`src/pecic_consts.vh`:
```
// constants for the pin edge-change interrupt unit
`ifndef PECIC_CONSTS_VH
`define PECIC_CONSTS_VH
`define PECIC_OFF_PA_RISE    8'h00
`define PECIC_OFF_PA_FALL    8'h04
`define PECIC_OFF_PA_FLAGS   8'h08
`define PECIC_OFF_PB_RISE    8'h0C
`define PECIC_OFF_PB_FALL    8'h10
`define PECIC_OFF_CTRL       8'h14
`define PECIC_OFF_IRQ_STAT   8'h18
`define PECIC_OFF_IRQ_MASK   8'h1C
`define PECIC_PA_MASK        8'h3F
`define PECIC_PB_MASK        8'hF0
`define PECIC_RESET_BYTE     8'h00
`define PECIC_CTRL_MEN_BIT   0
`define PECIC_STAT_SUM_BIT   0
`define PECIC_RESP_OKAY      2'b00
`define PECIC_RESP_SLVERR    2'b10
`endif

```
`src/pecic_edge_det.v`:
```
// one pin: synchroniser and rise/fall edge pulses
`timescale 1ns/1ns
`default_nettype none
module pecic_edge_det (
   input  wire aclk,
   input  wire aresetn,
   input  wire pin_in,
   output wire rise_pulse,
   output wire fall_pulse
);
   reg sync1_q;
   reg sync2_q;
   reg prev_q;
   always @(posedge aclk) begin
      if (!aresetn) begin
         sync1_q <= 1'b0;
         sync2_q <= 1'b0;
         prev_q  <= 1'b0;
      end else begin
         sync1_q <= pin_in;
         sync2_q <= sync1_q;
         prev_q  <= sync2_q;
      end
   end
   // one-cycle pulses from successive synchronised samples
   assign rise_pulse = sync2_q & ~prev_q;
   assign fall_pulse = ~sync2_q & prev_q;
endmodule
`default_nettype wire

```
`src/pecic_top.v`:
```
// pin edge-change interrupt unit with AXI4-Lite register slave
`timescale 1ns/1ns
`default_nettype none
`include "pecic_consts.vh"
module pecic_top #(
   parameter NPA = 6,
   parameter NPB = 4
) (
   input  wire        aclk,
   input  wire        aresetn,
   input  wire [7:0]  porta_pins,
   input  wire [7:0]  portb_pins,
   input  wire [7:0]  s_axi_awaddr,
   input  wire        s_axi_awvalid,
   output reg         s_axi_awready,
   input  wire [31:0] s_axi_wdata,
   input  wire [3:0]  s_axi_wstrb,
   input  wire        s_axi_wvalid,
   output reg         s_axi_wready,
   output reg  [1:0]  s_axi_bresp,
   output reg         s_axi_bvalid,
   input  wire        s_axi_bready,
   input  wire [7:0]  s_axi_araddr,
   input  wire        s_axi_arvalid,
   output reg         s_axi_arready,
   output reg  [31:0] s_axi_rdata,
   output reg  [1:0]  s_axi_rresp,
   output reg         s_axi_rvalid,
   input  wire        s_axi_rready,
   output reg         change_irq_summary_flag,
   output reg         change_irq,
   output reg         wake_request,
   output reg         irq
);
   wire [7:0] pins_all = porta_pins & `PECIC_PA_MASK;
   wire [7:0] rise_a;
   wire [7:0] fall_a;
   wire [7:0] rise_b;
   wire [7:0] fall_b;
   genvar g;
   generate
      for (g = 0; g < 8; g = g + 1) begin : g_det
         pecic_edge_det u_a (
            .aclk       (aclk),
            .aresetn    (aresetn),
            .pin_in     (pins_all[g]),
            .rise_pulse (rise_a[g]),
            .fall_pulse (fall_a[g])
         );
         pecic_edge_det u_b (
            .aclk       (aclk),
            .aresetn    (aresetn),
            .pin_in     (portb_pins[g]),
            .rise_pulse (rise_b[g]),
            .fall_pulse (fall_b[g])
         );
      end
   endgenerate

   reg  [7:0] porta_rise_enable_q;
   reg  [7:0] porta_fall_enable_q;
   reg  [7:0] porta_change_flags_q;
   reg  [7:0] portb_rise_enable_q;
   reg  [7:0] portb_fall_enable_q;
   reg  [7:0] portb_change_flags_q;
   reg        change_irq_master_enable_q;
   reg        irq_stat_q;
   reg        irq_mask_q;

   // both enables set gives both polarities
   wire [7:0] hit_a = ((rise_a & porta_rise_enable_q)
                     | (fall_a & porta_fall_enable_q)) & `PECIC_PA_MASK;
   wire [7:0] hit_b = ((rise_b & portb_rise_enable_q)
                     | (fall_b & portb_fall_enable_q)) & `PECIC_PB_MASK;
   wire       any_hit = |{hit_a, hit_b};

   // write channel: address and data taken in either order
   reg        aw_held_q;
   reg        w_held_q;
   reg  [7:0] aw_addr_q;
   reg [31:0] w_data_q;
   reg  [3:0] w_strb_q;
   wire       aw_fire = s_axi_awvalid & s_axi_awready;
   wire       w_fire  = s_axi_wvalid & s_axi_wready;
   wire       aw_have = aw_held_q | aw_fire;
   wire       w_have  = w_held_q | w_fire;
   wire [7:0] wr_addr = aw_held_q ? aw_addr_q : s_axi_awaddr;
   wire [31:0] wr_data = w_held_q ? w_data_q : s_axi_wdata;
   wire       wr_lane0 = w_held_q ? w_strb_q[0] : s_axi_wstrb[0];
   wire       wr_go   = aw_have & w_have & ~s_axi_bvalid;
   wire       wr_en   = wr_go & wr_lane0;
   wire [7:0] wb      = wr_data[7:0];
   reg        wr_hit;

   always @* begin
      case (wr_addr)
         `PECIC_OFF_PA_RISE,
         `PECIC_OFF_PA_FALL,
         `PECIC_OFF_PA_FLAGS,
         `PECIC_OFF_PB_RISE,
         `PECIC_OFF_PB_FALL,
         `PECIC_OFF_CTRL,
         `PECIC_OFF_IRQ_STAT,
         `PECIC_OFF_IRQ_MASK: wr_hit = 1'b1;
         default:             wr_hit = 1'b0;
      endcase
   end

   always @(posedge aclk) begin
      if (!aresetn) begin
         s_axi_awready <= 1'b0;
         s_axi_wready  <= 1'b0;
         s_axi_bvalid  <= 1'b0;
         s_axi_bresp   <= `PECIC_RESP_OKAY;
         aw_held_q     <= 1'b0;
         w_held_q      <= 1'b0;
         aw_addr_q     <= 8'h00;
         w_data_q      <= 32'h00000000;
         w_strb_q      <= 4'h0;
      end else begin
         if (aw_fire) begin
            aw_held_q <= 1'b1;
            aw_addr_q <= s_axi_awaddr;
         end
         if (w_fire) begin
            w_held_q <= 1'b1;
            w_data_q <= s_axi_wdata;
            w_strb_q <= s_axi_wstrb;
         end
         s_axi_awready <= ~aw_have & ~s_axi_awready;
         s_axi_wready  <= ~w_have & ~s_axi_wready;
         if (wr_go) begin
            aw_held_q    <= 1'b0;
            w_held_q     <= 1'b0;
            s_axi_bvalid <= 1'b1;
            s_axi_bresp  <= wr_hit ? `PECIC_RESP_OKAY : `PECIC_RESP_SLVERR;
            s_axi_awready <= 1'b0;
            s_axi_wready  <= 1'b0;
         end else if (s_axi_bvalid & s_axi_bready) begin
            s_axi_bvalid <= 1'b0;
         end
      end
   end

   // enable and control registers: next values first, then the flops
   reg  [7:0] porta_rise_enable_d;
   reg  [7:0] porta_fall_enable_d;
   reg  [7:0] portb_rise_enable_d;
   reg  [7:0] portb_fall_enable_d;
   reg        change_irq_master_enable_d;
   reg        irq_mask_d;

   always @* begin
      porta_rise_enable_d        = porta_rise_enable_q;
      porta_fall_enable_d        = porta_fall_enable_q;
      portb_rise_enable_d        = portb_rise_enable_q;
      portb_fall_enable_d        = portb_fall_enable_q;
      change_irq_master_enable_d = change_irq_master_enable_q;
      irq_mask_d                 = irq_mask_q;
      if (wr_en) begin
         case (wr_addr)
            `PECIC_OFF_PA_RISE:
               porta_rise_enable_d = wb & `PECIC_PA_MASK;
            `PECIC_OFF_PA_FALL:
               porta_fall_enable_d = wb & `PECIC_PA_MASK;
            `PECIC_OFF_PB_RISE:
               portb_rise_enable_d = wb & `PECIC_PB_MASK;
            `PECIC_OFF_PB_FALL:
               portb_fall_enable_d = wb & `PECIC_PB_MASK;
            `PECIC_OFF_CTRL:
               change_irq_master_enable_d = wb[`PECIC_CTRL_MEN_BIT];
            `PECIC_OFF_IRQ_MASK:
               irq_mask_d = wb[`PECIC_STAT_SUM_BIT];
            default: ;
         endcase
      end
   end

   always @(posedge aclk) begin
      if (!aresetn) begin
         porta_rise_enable_q <= `PECIC_RESET_BYTE;
         porta_fall_enable_q <= `PECIC_RESET_BYTE;
         portb_rise_enable_q <= `PECIC_RESET_BYTE;
         portb_fall_enable_q <= `PECIC_RESET_BYTE;
         change_irq_master_enable_q <= 1'b0;
         irq_mask_q <= 1'b0;
      end else begin
         porta_rise_enable_q <= porta_rise_enable_d;
         porta_fall_enable_q <= porta_fall_enable_d;
         portb_rise_enable_q <= portb_rise_enable_d;
         portb_fall_enable_q <= portb_fall_enable_d;
         change_irq_master_enable_q <= change_irq_master_enable_d;
         irq_mask_q <= irq_mask_d;
      end
   end

   // port a flags: write zero clears, write one keeps; a new edge always wins
   wire       wr_fa   = wr_en & (wr_addr == `PECIC_OFF_PA_FLAGS);
   wire       wr_stat = wr_en & (wr_addr == `PECIC_OFF_IRQ_STAT);
   reg  [7:0] porta_change_flags_d;
   reg  [7:0] portb_change_flags_d;
   reg        irq_stat_d;
   reg        summary_d;

   always @* begin
      porta_change_flags_d = porta_change_flags_q;
      if (wr_fa) begin
         porta_change_flags_d = porta_change_flags_q & wb;
      end
      // edge or-ed in last, so it survives a clearing write
      porta_change_flags_d = (porta_change_flags_d | hit_a) & `PECIC_PA_MASK;
      // port b flags have no register: once set, summary stays up
      portb_change_flags_d = (portb_change_flags_q | hit_b) & `PECIC_PB_MASK;
      irq_stat_d = irq_stat_q;
      if (wr_stat & wb[`PECIC_STAT_SUM_BIT]) begin
         irq_stat_d = 1'b0;
      end
      // set wins over a write-one clear in the same cycle
      if (any_hit & change_irq_master_enable_q) begin
         irq_stat_d = 1'b1;
      end
      summary_d = |{porta_change_flags_q, portb_change_flags_q};
   end

   always @(posedge aclk) begin
      if (!aresetn) begin
         porta_change_flags_q <= `PECIC_RESET_BYTE;
         portb_change_flags_q <= `PECIC_RESET_BYTE;
      end else begin
         // sticky, set regardless of master enable
         porta_change_flags_q <= porta_change_flags_d;
         portb_change_flags_q <= portb_change_flags_d;
      end
   end

   // summary, cpu request and wake all from registered state
   reg        any_hit_q;
   always @(posedge aclk) begin
      if (!aresetn) begin
         change_irq_summary_flag <= 1'b0;
         change_irq   <= 1'b0;
         any_hit_q    <= 1'b0;
         wake_request <= 1'b0;
         irq_stat_q   <= 1'b0;
         irq          <= 1'b0;
      end else begin
         change_irq_summary_flag <= summary_d;
         change_irq <= summary_d & change_irq_master_enable_q;
         // hit delayed one cycle so wake rises in the same cycle as the summary flag
         any_hit_q    <= any_hit;
         wake_request <= any_hit_q & change_irq_master_enable_q;
         irq_stat_q   <= irq_stat_d;
         irq          <= irq_stat_q & irq_mask_q;
      end
   end

   // read channel: one word per request, answer one cycle after arvalid
   reg [7:0] rd_byte;
   reg       rd_hit;
   always @* begin
      rd_hit = 1'b1;
      case (s_axi_araddr)
         `PECIC_OFF_PA_RISE:  rd_byte = porta_rise_enable_q;
         `PECIC_OFF_PA_FALL:  rd_byte = porta_fall_enable_q;
         `PECIC_OFF_PA_FLAGS: rd_byte = porta_change_flags_q;
         `PECIC_OFF_PB_RISE:  rd_byte = portb_rise_enable_q;
         `PECIC_OFF_PB_FALL:  rd_byte = portb_fall_enable_q;
         `PECIC_OFF_CTRL:
            rd_byte = {6'h00, change_irq_summary_flag,
                       change_irq_master_enable_q};
         `PECIC_OFF_IRQ_STAT: rd_byte = {7'h00, irq_stat_q};
         `PECIC_OFF_IRQ_MASK: rd_byte = {7'h00, irq_mask_q};
         default: begin
            rd_byte = 8'h00;
            rd_hit  = 1'b0;
         end
      endcase
   end

   // read handshake: one read in flight at a time
   localparam RD_IDLE = 1'b0;
   localparam RD_RESP = 1'b1;
   reg        rd_state_q;
   reg        rd_state_d;

   always @* begin
      rd_state_d = rd_state_q;
      case (rd_state_q)
         RD_IDLE: begin
            if (s_axi_arvalid) begin
               rd_state_d = RD_RESP;
            end
         end
         RD_RESP: begin
            if (s_axi_rready) begin
               rd_state_d = RD_IDLE;
            end
         end
         default: rd_state_d = RD_IDLE;
      endcase
   end

   always @(posedge aclk) begin
      if (!aresetn) begin
         rd_state_q    <= RD_IDLE;
         s_axi_arready <= 1'b0;
         s_axi_rvalid  <= 1'b0;
         s_axi_rdata   <= 32'h00000000;
         s_axi_rresp   <= `PECIC_RESP_OKAY;
      end else begin
         rd_state_q    <= rd_state_d;
         // address taken as the data appears; the master holds araddr
         s_axi_arready <= 1'b0;
         if ((rd_state_q == RD_IDLE) & s_axi_arvalid) begin
            s_axi_arready <= 1'b1;
            s_axi_rvalid  <= 1'b1;
            s_axi_rdata   <= {24'h000000, rd_byte};
            s_axi_rresp   <= rd_hit ? `PECIC_RESP_OKAY
                                    : `PECIC_RESP_SLVERR;
         end else if ((rd_state_q == RD_RESP) & s_axi_rready) begin
            s_axi_rvalid <= 1'b0;
         end
      end
   end
endmodule
`default_nettype wire

```
`config.mk`:
```
export PLATFORM = sky130hd
export DESIGN_NAME = pecic_top
export DESIGN_NICKNAME = d
export VERILOG_FILES = /design/src/pecic_edge_det.v /design/src/pecic_top.v
export VERILOG_INCLUDE_DIRS = /design/src
export SDC_FILE = /design/constraint.sdc
export NUM_CORES = 1
export LEC_CHECK = 0
export BUFFER_PORTS_ARGS = -buffer_cell sky130_fd_sc_hd__clkbuf_2
export CELL_PAD_IN_SITES_DETAIL_PLACEMENT = 2
export CELL_PAD_IN_SITES_GLOBAL_PLACEMENT = 2
export CORE_MARGIN = 4
export CORE_UTILIZATION = 25
export CTS_CLUSTER_SIZE = 40
export DETAILED_ROUTE_END_ITERATION = 7
export HOLD_SLACK_MARGIN = 0.06
export PLACE_DENSITY = 0.62
export SLEW_MARGIN = 20
export SYNTH_ARGS = -nofsm -noshare
export SYNTH_HDL_FRONTEND = slang
export SYNTH_HIERARCHICAL = 1
export SYNTH_SLANG_ARGS = --single-unit
```
`constraint.sdc`:
```
create_clock -name aclk -period 3.2 [get_ports aclk]
set_input_delay 0.32 -clock aclk [delete_from_list [all_inputs] [get_ports aclk]]
set_output_delay 0.32 -clock aclk [all_outputs]
set_load 0.02 [all_outputs]
```
[After elaboration in Yosys (flattened, before gate mapping)]
Memory sizes are Yosys's and may differ from the RTL's.
Index checks and enable logic that the tools add are counted.
Operators by class
  reduce and logical (&&, ||, !) cells: 16
  bitwise operators: 91
  divide/modulo/power cells: 0
  multipliers: 0
  eq/ne operators: 14
  add/subtract/negate cells: 0
  order comparisons: 0
  muxes and demuxes: 19
  shift operators: 0
Operators by type and width (count)
  $eq 8x5->1 const B: 8
  $pmux 8 s8: 1
  $and 1x1->1: 45
  $not 1->1: 35
  $eq 8x4->1 const B: 4
  $and 6x6->6: 3
  $and 8x8->8: 2
  $eq 8x3->1 const B: 2
  $logic_not 8->1: 2
  $mux 8: 2
  $or 8x8->8: 2
  $reduce_or 16->1: 1
  $mux 1: 12
  $or 6x6->6: 2
  $reduce_and 2->1: 6
  $reduce_or 10->1: 1
  $reduce_or 8->1: 1
  $mux 6: 1
  $reduce_bool 2->1: 3
  $mux 2: 2
  $logic_not 3->1: 1
  $or 1x1->1: 2
  $pmux 1 s2: 1
  $reduce_or 2->1: 1
Word-level totals
  ROM bits: 32
  bits in latches: 0
  register bits after elaboration: 121
  logic and storage cells: 212
  memories: 1
  RAM bits: 0
Memory list
  (name not given): words 32, bits a word 1, rd ports 1, clocked after memory_dff 0, write ports 0, RTL line pecic_top.v:96  | case (wr_addr)

[Logic depth before layout (Yosys ltp)]
Gate-level depths: netlist of the first run.
  depth in word-level cells: 9
  depth in mapped cells: 6

[Hierarchy]
Netlist of the first run, hierarchy kept.
By module, submodules not included
  pecic_top: area each 3435.8 um^2, sequential area each 1461.4 um^2, instances 1, cells each 374
  pecic_edge_det: area each 91.3 um^2, sequential area each 60.1 um^2, instances 10, cells each 8

[Worst setup path after synthesis of the first run]
Ideal clock, no wire load.
  path kind: register to register
  from: register s_axi_wready
  to: register porta_fall_enable_q[0]
  cell stages (with the launch flop): 6
  period minus slack after synthesis: 1.754 ns
  data arrival time: 1.682 ns
  data required time: 3.128 ns
  setup slack: 1.446 ns
  library setup time: 0.072 ns
  cells stage by stage: dfxtp_1 > a21oi_1 > or3_4 > buf_6 > nor3_4 > mux2i_1
On the way
  cells in the longest elaborated chain, start to end: 6
RTL lines
  from (decl): RTL line pecic_top.v:19  | output reg s_axi_wready,
  from (signal assigned): RTL line pecic_top.v:131  | s_axi_wready <= ~w_have & ~s_axi_wready;
  $and 1x1->1: RTL line pecic_top.v:84  | wire w_fire = s_axi_wvalid & s_axi_wready;
  $or 1x1->1: RTL line pecic_top.v:86  | wire w_have = w_held_q | w_fire;
  $and 1x1->1 (2 in a row): RTL line pecic_top.v:90  | wire wr_go = aw_have & w_have & ~s_axi_bvalid;
  $and 1x1->1: RTL line pecic_top.v:91  | wire wr_en = wr_go & wr_lane0;
  $reduce_and 2->1 (no source line)
  to (signal assigned): RTL line pecic_top.v:182  | porta_fall_enable_q <= `PECIC_RESET_BYTE;
  to (signal assigned): RTL line pecic_top.v:189  | porta_fall_enable_q <= porta_fall_enable_d;
  to (decl): RTL line pecic_top.v:61  | reg [7:0] porta_fall_enable_q;
No other way between the ends.
A chain may end at the register's enable or synchronous reset.

[Worst setup path in the final report of the first run]
  from: register aw_held_q
  to: register portb_rise_enable_q[6]
On the way
  cells in the longest elaborated chain, start to end: 5
RTL lines
  from (decl): RTL line pecic_top.v:78  | reg aw_held_q;
  from (signal assigned): RTL line pecic_top.v:115  | aw_held_q <= 1'b0;
  from (signal assigned): RTL line pecic_top.v:122  | aw_held_q <= 1'b1;
  from (signal assigned): RTL line pecic_top.v:133  | aw_held_q <= 1'b0;
  $or 1x1->1: RTL line pecic_top.v:85  | wire aw_have = aw_held_q | aw_fire;
  $and 1x1->1 (2 in a row): RTL line pecic_top.v:90
  $and 1x1->1: RTL line pecic_top.v:91
  $reduce_and 2->1 (no source line) (*)
  to (signal assigned): RTL line pecic_top.v:183  | portb_rise_enable_q <= `PECIC_RESET_BYTE;
  to (signal assigned): RTL line pecic_top.v:190  | portb_rise_enable_q <= portb_rise_enable_d;
  to (decl): RTL line pecic_top.v:63  | reg [7:0] portb_rise_enable_q;
Mark *: on every way between the ends. The rest lies on a longest branch, timed or not.

==> flow_summary_export.csv, run 1 <==
group,metric,value,unit
run_status,outcome,"finished clean",
final_layout,drive_gt1_frac,0.193,
floorplanning,die_area,19600,µm²
drt,viasPerCell,4.52,
final_layout,regArea,2060,µm²
setup_path,path_cells,"nor4b_2 -> o211ai_4 -> nor4_4 -> mux2i_1",
clocking,cts.repair.resized,0,
drt,vias,3339,
final_layout,nNetsFinal,588,
logic_synthesis,syn_area_per_cell,9.58,µm²
placement,gp_congestion,0.734,
global_routing,grtUsageTotal,0.128,
setup_path,critical_path_buf_inv_count,0,
drt,ant_nets,0,
power,combPwrFrac,0.090,
setup_path,crit_family,"simple AND/OR/NAND/NOR gates",
final_layout,multiInputGateArea,2060,µm²
logic_synthesis,async_reset_ff_frac,0,
sta,setup_viol,0,
logic_synthesis,yosysUniqueCellTypes,44,
power,p_per_area,531,nW/µm²
setup_path,critical_path_class,"reg2reg",
global_routing,overflow,0,
logic_synthesis,ys_ff_latch,103,
power,p_seq_frac,0.498,
clocking,clkTransAtPathRegs,0.07,ns
floorplanning,row_count,47,
drt,drc,0,
logic_synthesis,yosys_warnings,6,
sta,worstMarginPinSlew,0.641,ns
sta,min_period,2.38,ns
logic_synthesis,netlist_area,4350,µm²
logic_synthesis,ys_seq_area_frac,0.474,
global_routing,grt_max_degree,46,
sta,relSlewSlack,0.572,
setup_path,worst_ep_arrival_time,2.66,ns
sta,worst_clock_skew,0.00856,ns
power,cellInternalPower,2020,µW
sta,rsz0062_at_grt,"false",
sta,fin_ws,0.823,ns
clocking,clock-sinks,103,
floorplanning,coreArea,16800,µm²
drt,routed_wl,12100,µm
setup_path,cp.required,3.48,ns
power,pwr-share-clk,0.412,
final_layout,utilization,0.301,
clocking,cts_tree,"yes",
global_routing,grt_pass1_vias,3638,
clocking,clock-root-buffer,"clkbuf_16",
worst_hold_path,hold_class,"in2reg",
sta,setup_tns,0,ns
power,switchingPower,670,µW
clocking,clkLatencyLatePin,0.36,ns
sta,drv_slew,0,
clocking,post-cts-setup-buffer-count,0,
setup_path,max_stage_delay,0.73,ns
global_routing,antenna_found_initial,0,
sta,fin_crit_sh,0.743,
floorplanning,die_h,140,µm
clocking,cts_max_level,3,
logic_synthesis,synth_flop_cell,"dfxtp_1",
flow_run,maxCapViolations,0,
setup_path,path_max_fanout,11,
clocking,clock_path_buffers,2,
final_layout,syn_to_final_growth,16.6,%
drt,routedWlPerCell,16.4,µm
global_routing,grt_pass1_wl,19700,µm
setup_path,cp_slowest_cell,"dfxtp_1",
clocking,numCtsBuffers,9,
setup_path,cp-start-kind,"flip-flop",
final_layout,n_fill_cell,1921,
power,swShare,0.249,
final_layout,antenna_cells,0,
sta,clock.fmax,421,MHz
placement,dp_slack,0.806,ns
placement,port-buffer-count,60,
power,vdd_ir_drop_max,0.259,mV
placement,place_hpwl,9030,µm
floorplanning,initial_core_util,0.259,
clocking,cts_hold_buf,0,
power,p_leak,0.00203,µW
logic_synthesis,syn_inst,454,
floorplanning,ios,120,
floorplanning,die_w,140,µm
sta,hold_viol_final,0,
drt,drtIter0Drc,150,
logic_synthesis,synth-edff-count,0,
drt,first_pass_iters,4,
setup_path,critPathCaptureType,"flip-flop",
kinds of logic (layout without fill, tap and decap cells):
kind of cell	after synthesis	after routing	synth area share
compound gates	76	76	0.113
flops	103	103	0.474
mux	43	43	0.108
simple gates	177	177	0.230
other cells	1	26	0.000862
buf+inv	54	93	0.0742
power by group through the flow:
stage          combinational, µW  clock [µW]  sequential [µW]
2_1_floorplan                186           0             1370
3_3_place_gp                 240           0             1370
3_5_place_dp                 247           0             1370
4_1_cts                      248        1160             1340
5_1_grt                      270        1210             1350
6_report                     244        1110             1340
stage by stage:
step | instance area (µm²) | hold WS [ns] | total power [µW] | cells
floorplan | 4440 | 0.412 | 1550 | 479
global placement | 4780 | 0.417 | 1610 | 722
detailed placement | 4780 | 0.422 | 1620 | 722
CTS | 5070 | 0.151 | 2750 | 738
global route | 5070 | 0.151 | 2820 | 738
finish | 5070 | 0.162 | 2690 | 738
sequential cells by signal, summed over array words and instances (netlist names), 4 cells and up:
name / count
g_det.u_a/sync1_q: 6
porta_change_flags_q: 6
w_data_q: 8
g_det.u_b/sync2_q: 4
s_axi_rdata: 8
porta_fall_enable_q: 6
portb_fall_enable_q: 4
aw_addr_q: 8
porta_rise_enable_q: 6
portb_change_flags_q: 4
g_det.u_a/sync2_q: 6
g_det.u_a/prev_q: 6
g_det.u_b/prev_q: 4
portb_rise_enable_q: 4
g_det.u_b/sync1_q: 4
Yosys cell counts, types with 2 or more instances:
cell type | count | area (µm²)
a22oi_1 | 11 | 82.6
nor3b_1 | 2 | 15.0
a31oi_1 | 8 | 50.1
inv_1 | 11 | 41.3
and2_1 | 36 | 225
and3_1 | 3 | 18.8
nor4_4 | 3 | 63.8
a21oi_1 | 27 | 135
nand2_1 | 63 | 236
buf_6 | 2 | 22.5
nor3_4 | 3 | 48.8
nand4_1 | 2 | 12.5
mux2_2 | 7 | 78.8
a32oi_1 | 2 | 17.5
o22ai_1 | 3 | 18.8
nor4_1 | 5 | 31.3
dfxtp_1 | 103 | 2060
nand3_1 | 8 | 40.0
mux2i_1 | 33 | 330
mux4_2 | 2 | 45.0
o31ai_1 | 2 | 15.0
o21ai_0 | 11 | 55.1
buf_4 | 28 | 210
a211oi_1 | 2 | 15.0
nor2_1 | 13 | 48.8
o211ai_1 | 3 | 22.5
nor2b_1 | 23 | 144
nand2b_1 | 7 | 43.8
clkbuf_1 | 12 | 45.0
nor3_1 | 5 | 25.0
worst paths after layout:
path | startpoint | depth (start not counted) | endpoint | slack, ns
worst min-delay path | porta_pins[5] | 2 | g_det[5].u_a/sync1_q | 0.16
worst min register to register | g_det[3].u_a/sync1_q | 1 | g_det[3].u_a/sync2_q | 0.43
worst max-delay path | aw_held_q | 4 | portb_rise_enable_q[6] | 0.82
worst max register to register | aw_held_q | 4 | portb_rise_enable_q[6] | 0.82
final cells by class:
| class | instances | area share |
|---|---|---|
| clock buffer | 12 | 0.0486 |
| clock inverter | 4 | 0.00888 |
| inverter | 12 | 0.00888 |
| multi-input combinational | 322 | 0.406 |
| sequential | 103 | 0.407 |
| tap | 220 | 0.0543 |
| timing repair buffer | 65 | 0.0666 |
metal layers:
| layer | vias to the layer above | track usage | routed length (µm) |
|---|---|---|---|
| li1 | 1636 | - | - |
| met1 | 1624 | 0.157 | 5310 |
| met2 | 65 | 0.217 | 6040 |
| met3 | 14 | 0.0300 | 534 |
| met4 | 0 | 0.0495 | 214 |
| met5 | - | 0 | 0 |
cell usage in the layout (no fill, tap or decap), types with 3 or more instances in the layout:
cell | netlist | final
a21oi_1 | 27 | 27
nor2_1 | 13 | 13
o22ai_1 | 3 | 3
and2_1 | 36 | 36
dfxtp_1 | 103 | 103
mux2i_1 | 33 | 33
conb_1 | 1 | 26
and3_1 | 3 | 3
inv_1 | 11 | 11
mux2_2 | 7 | 7
buf_4 | 28 | 5
nor4_1 | 5 | 5
a31oi_1 | 8 | 8
nor3_1 | 5 | 5
clkinv_2 | 0 | 3
nand2b_1 | 7 | 7
nor2b_1 | 23 | 23
a22oi_1 | 11 | 11
o21ai_0 | 11 | 11
clkbuf_16 | 0 | 9
o211ai_1 | 3 | 3
nor3_4 | 3 | 3
clkbuf_2 | 0 | 60
nand3_1 | 8 | 8
nand2_1 | 63 | 63
nor4_4 | 3 | 3
Power figures use the tool's default switching activity.
==> run 2: changes to the inputs <==
==> constraint.sdc (replaced) <==
create_clock -name aclk -period 2.3 [get_ports aclk]
set_input_delay 0.23 -clock aclk [delete_from_list [all_inputs] [get_ports aclk]]
set_output_delay 0.23 -clock aclk [all_outputs]
set_load 0.02 [all_outputs]
==> run 2 against run 1 <==
  * Flip-flop and latch count unchanged
  * Final cell count increased by 1.1%
  * Worst setup slack lost 0.65 ns
  * First-iteration DRC count is 22% lower
  * Global-route usage grew 0.068 points
  * Final area increased by 2.1%
  * Critical path type unchanged
  * Critical endpoint is now portb_rise_enable_q[4]
  * Largest power group unchanged
==> flow_summary_export.csv, run 2 (synthesized netlist as in run 1, its figures left out) <==
group,metric,value,unit
run_status,outcome,"finished clean",
power,p_per_area,747,nW/µm²
final_layout,n_fill_cell,1910,
sta,worstMarginPinSlew,0.606,ns
floorplanning,initial_core_util,0.259,
global_routing,grt_pass1_vias,3630,
final_layout,final_cell_mix,"dfxtp_1, nand2_1, clkbuf_2",
drt,first_pass_iters,4,
drt,routed_wl,12200,µm
setup_path,regToRegSetupSlack,0.17,ns
floorplanning,die_h,140,µm
sta,min_period,2.13,ns
sta,setup_viol,0,
power,p_leak,0.00209,µW
global_routing,grt_max_degree,32,
drt,ant_nets,0,
drt,drtIter0Drc,117,
final_layout,top_regs,"aw_addr_q (8), s_axi_rdata (8), w_data_q (8)",
sta,relSlewSlack,0.593,
floorplanning,ios,120,
setup_path,worst_ep_arrival_time,2.41,ns
placement,place_hpwl,9340,µm
setup_path,critical_path_class,"reg2reg",
clocking,clkLatencyLatePin,0.35,ns
sta,hold_viol_final,0,
floorplanning,coreArea,16800,µm²
floorplanning,row_count,47,
placement,gp_congestion,0.767,
final_layout,final_common_cell,"dfxtp_1",
sta,rsz0062_at_grt,"false",
drt,wl_met3,541,µm
global_routing,antenna_found_initial,0,
flow_run,maxCapViolations,0,
sta,worst_clock_skew,0.00624,ns
drt,drc,0,
drt,dr.max_layer_used,"met4",
drt,vias,3401,
setup_path,cp-start-kind,"flip-flop",
setup_path,path_max_fanout,11,
clocking,numCtsBuffers,9,
setup_path,r2r-end,"portb_rise_enable_q[4]",
clocking,cts_max_level,3,
sta,drv_slew,0,
placement,port-buffer-count,60,
clocking,clkTransAtPathRegs,0.07,ns
final_layout,antenna_cells,0,
global_routing,overflow,0,
clocking,clock-root-buffer,"clkbuf_16",
floorplanning,die_w,140,µm
clocking,cts_tree,"yes",
sta,clock.fmax,470,MHz
setup_path,cp.required,2.58,ns
power,finalPower,3870,µW
global_routing,grt_pass1_wl,19800,µm
final_layout,nNetsFinal,596,
setup_path,rr_worst_depth,6,
clocking,clock_path_buffers,2,
setup_path,cp-startpoint,"aw_held_q",
global_routing,grtUsageTotal,0.128,
sta,fin_crit_sh,0.925,
setup_path,critPathCaptureType,"flip-flop",
drt,route.met2.wl,6090,µm
clocking,clock-sinks,103,
setup_path,cp-endpoint,"portb_rise_enable_q[4]",
final_layout,drive_gt1_frac,0.207,
floorplanning,die_area,19600,µm²
sta,setup_tns,0,ns
drt,viasPerCell,4.56,
drt,wl_met1,5450,µm
power,vdd_ir_drop_max,0.359,mV
drt,routedWlPerCell,16.4,µm
worst_hold_path,hold_class,"in2reg",
final_layout,syn_to_final_growth,19.0,%
setup_path,reg2reg_from,"aw_held_q",
==> run 2: layout make-up <==
cell class / instances / area [µm²] / share of cell area
clock inverter: 3 / 47.5 / 0.00918
multi-input combinational: 322 / 2070 / 0.399
clock buffer: 13 / 280 / 0.0541
inverter: 12 / 45.0 / 0.00870
timing repair buffer: 73 / 400 / 0.0773
tap: 220 / 275 / 0.0532
sequential: 103 / 2060 / 0.398
==> run 2: stage by stage <==
step                hold WS [ns]   util  instance area, µm²  cells  setup WS, ns
finish                    0.0739  0.308                5180    746         0.173
global route              0.0636  0.308                5180    746        0.0411
CTS                       0.0612  0.307                5170    746         0.104
detailed placement         0.425  0.287                4830    729         0.126
global placement           0.417  0.287                4830    729         0.236
floorplan                  0.352      -                4440    479         0.546
==> run 2: critical path, stage by stage, from the launching register on <==
cell and delay, ns:
dfxtp_1 0.60, buf_4 0.25, a21oi_4 0.04, or3_4 0.45
nor4_4 0.30, buf_4 0.21, mux2i_1 0.19
==> run 2: what timing repair did <==
| item | 4_1_cts | 5_1_grt |
|---|---|---|
| setup endpoints to repair | 0 | 3 |
| resized for setup | 0 | 1 |
| hold endpoints to repair | 1 | 0 |
| hold buffers | 1 | 0 |
| buffers inserted | 0 | 0 |
==> run 2: worst min-delay path by stage <==
stage	startpoint	end	slack, ns	depth (start not counted)
after floorplan	porta_pins[0]	g_det[0].u_a/sync1_q	0.35	1
final	portb_pins[6]	g_det[6].u_b/sync1_q	0.07	2
after global placement	g_det[5].u_b/sync1_q	g_det[5].u_b/sync2_q	0.42	1
after detailed placement	g_det[0].u_a/sync1_q	g_det[0].u_a/sync2_q	0.42	1
after CTS	portb_pins[5]	g_det[5].u_b/sync1_q	0.06	2
after global routing	porta_pins[5]	g_det[5].u_a/sync1_q	0.06	2
==> run 2: layer usage <==
metal,vias up,global-route usage
met4,0,0.0382
met1,1678,0.162
met5,-,0
li1,1650,-
met2,61,0.215
met3,12,0.0327
==> run 2: power breakdown <==
| part | internal [µW] | leakage [µW] | switching, µW |
|---|---|---|---|
| sequential | 1830 | 0.000838 | 34.5 |
| combinational | 122 | 0.00109 | 227 |
| clock | 969 | 0.000162 | 684 |
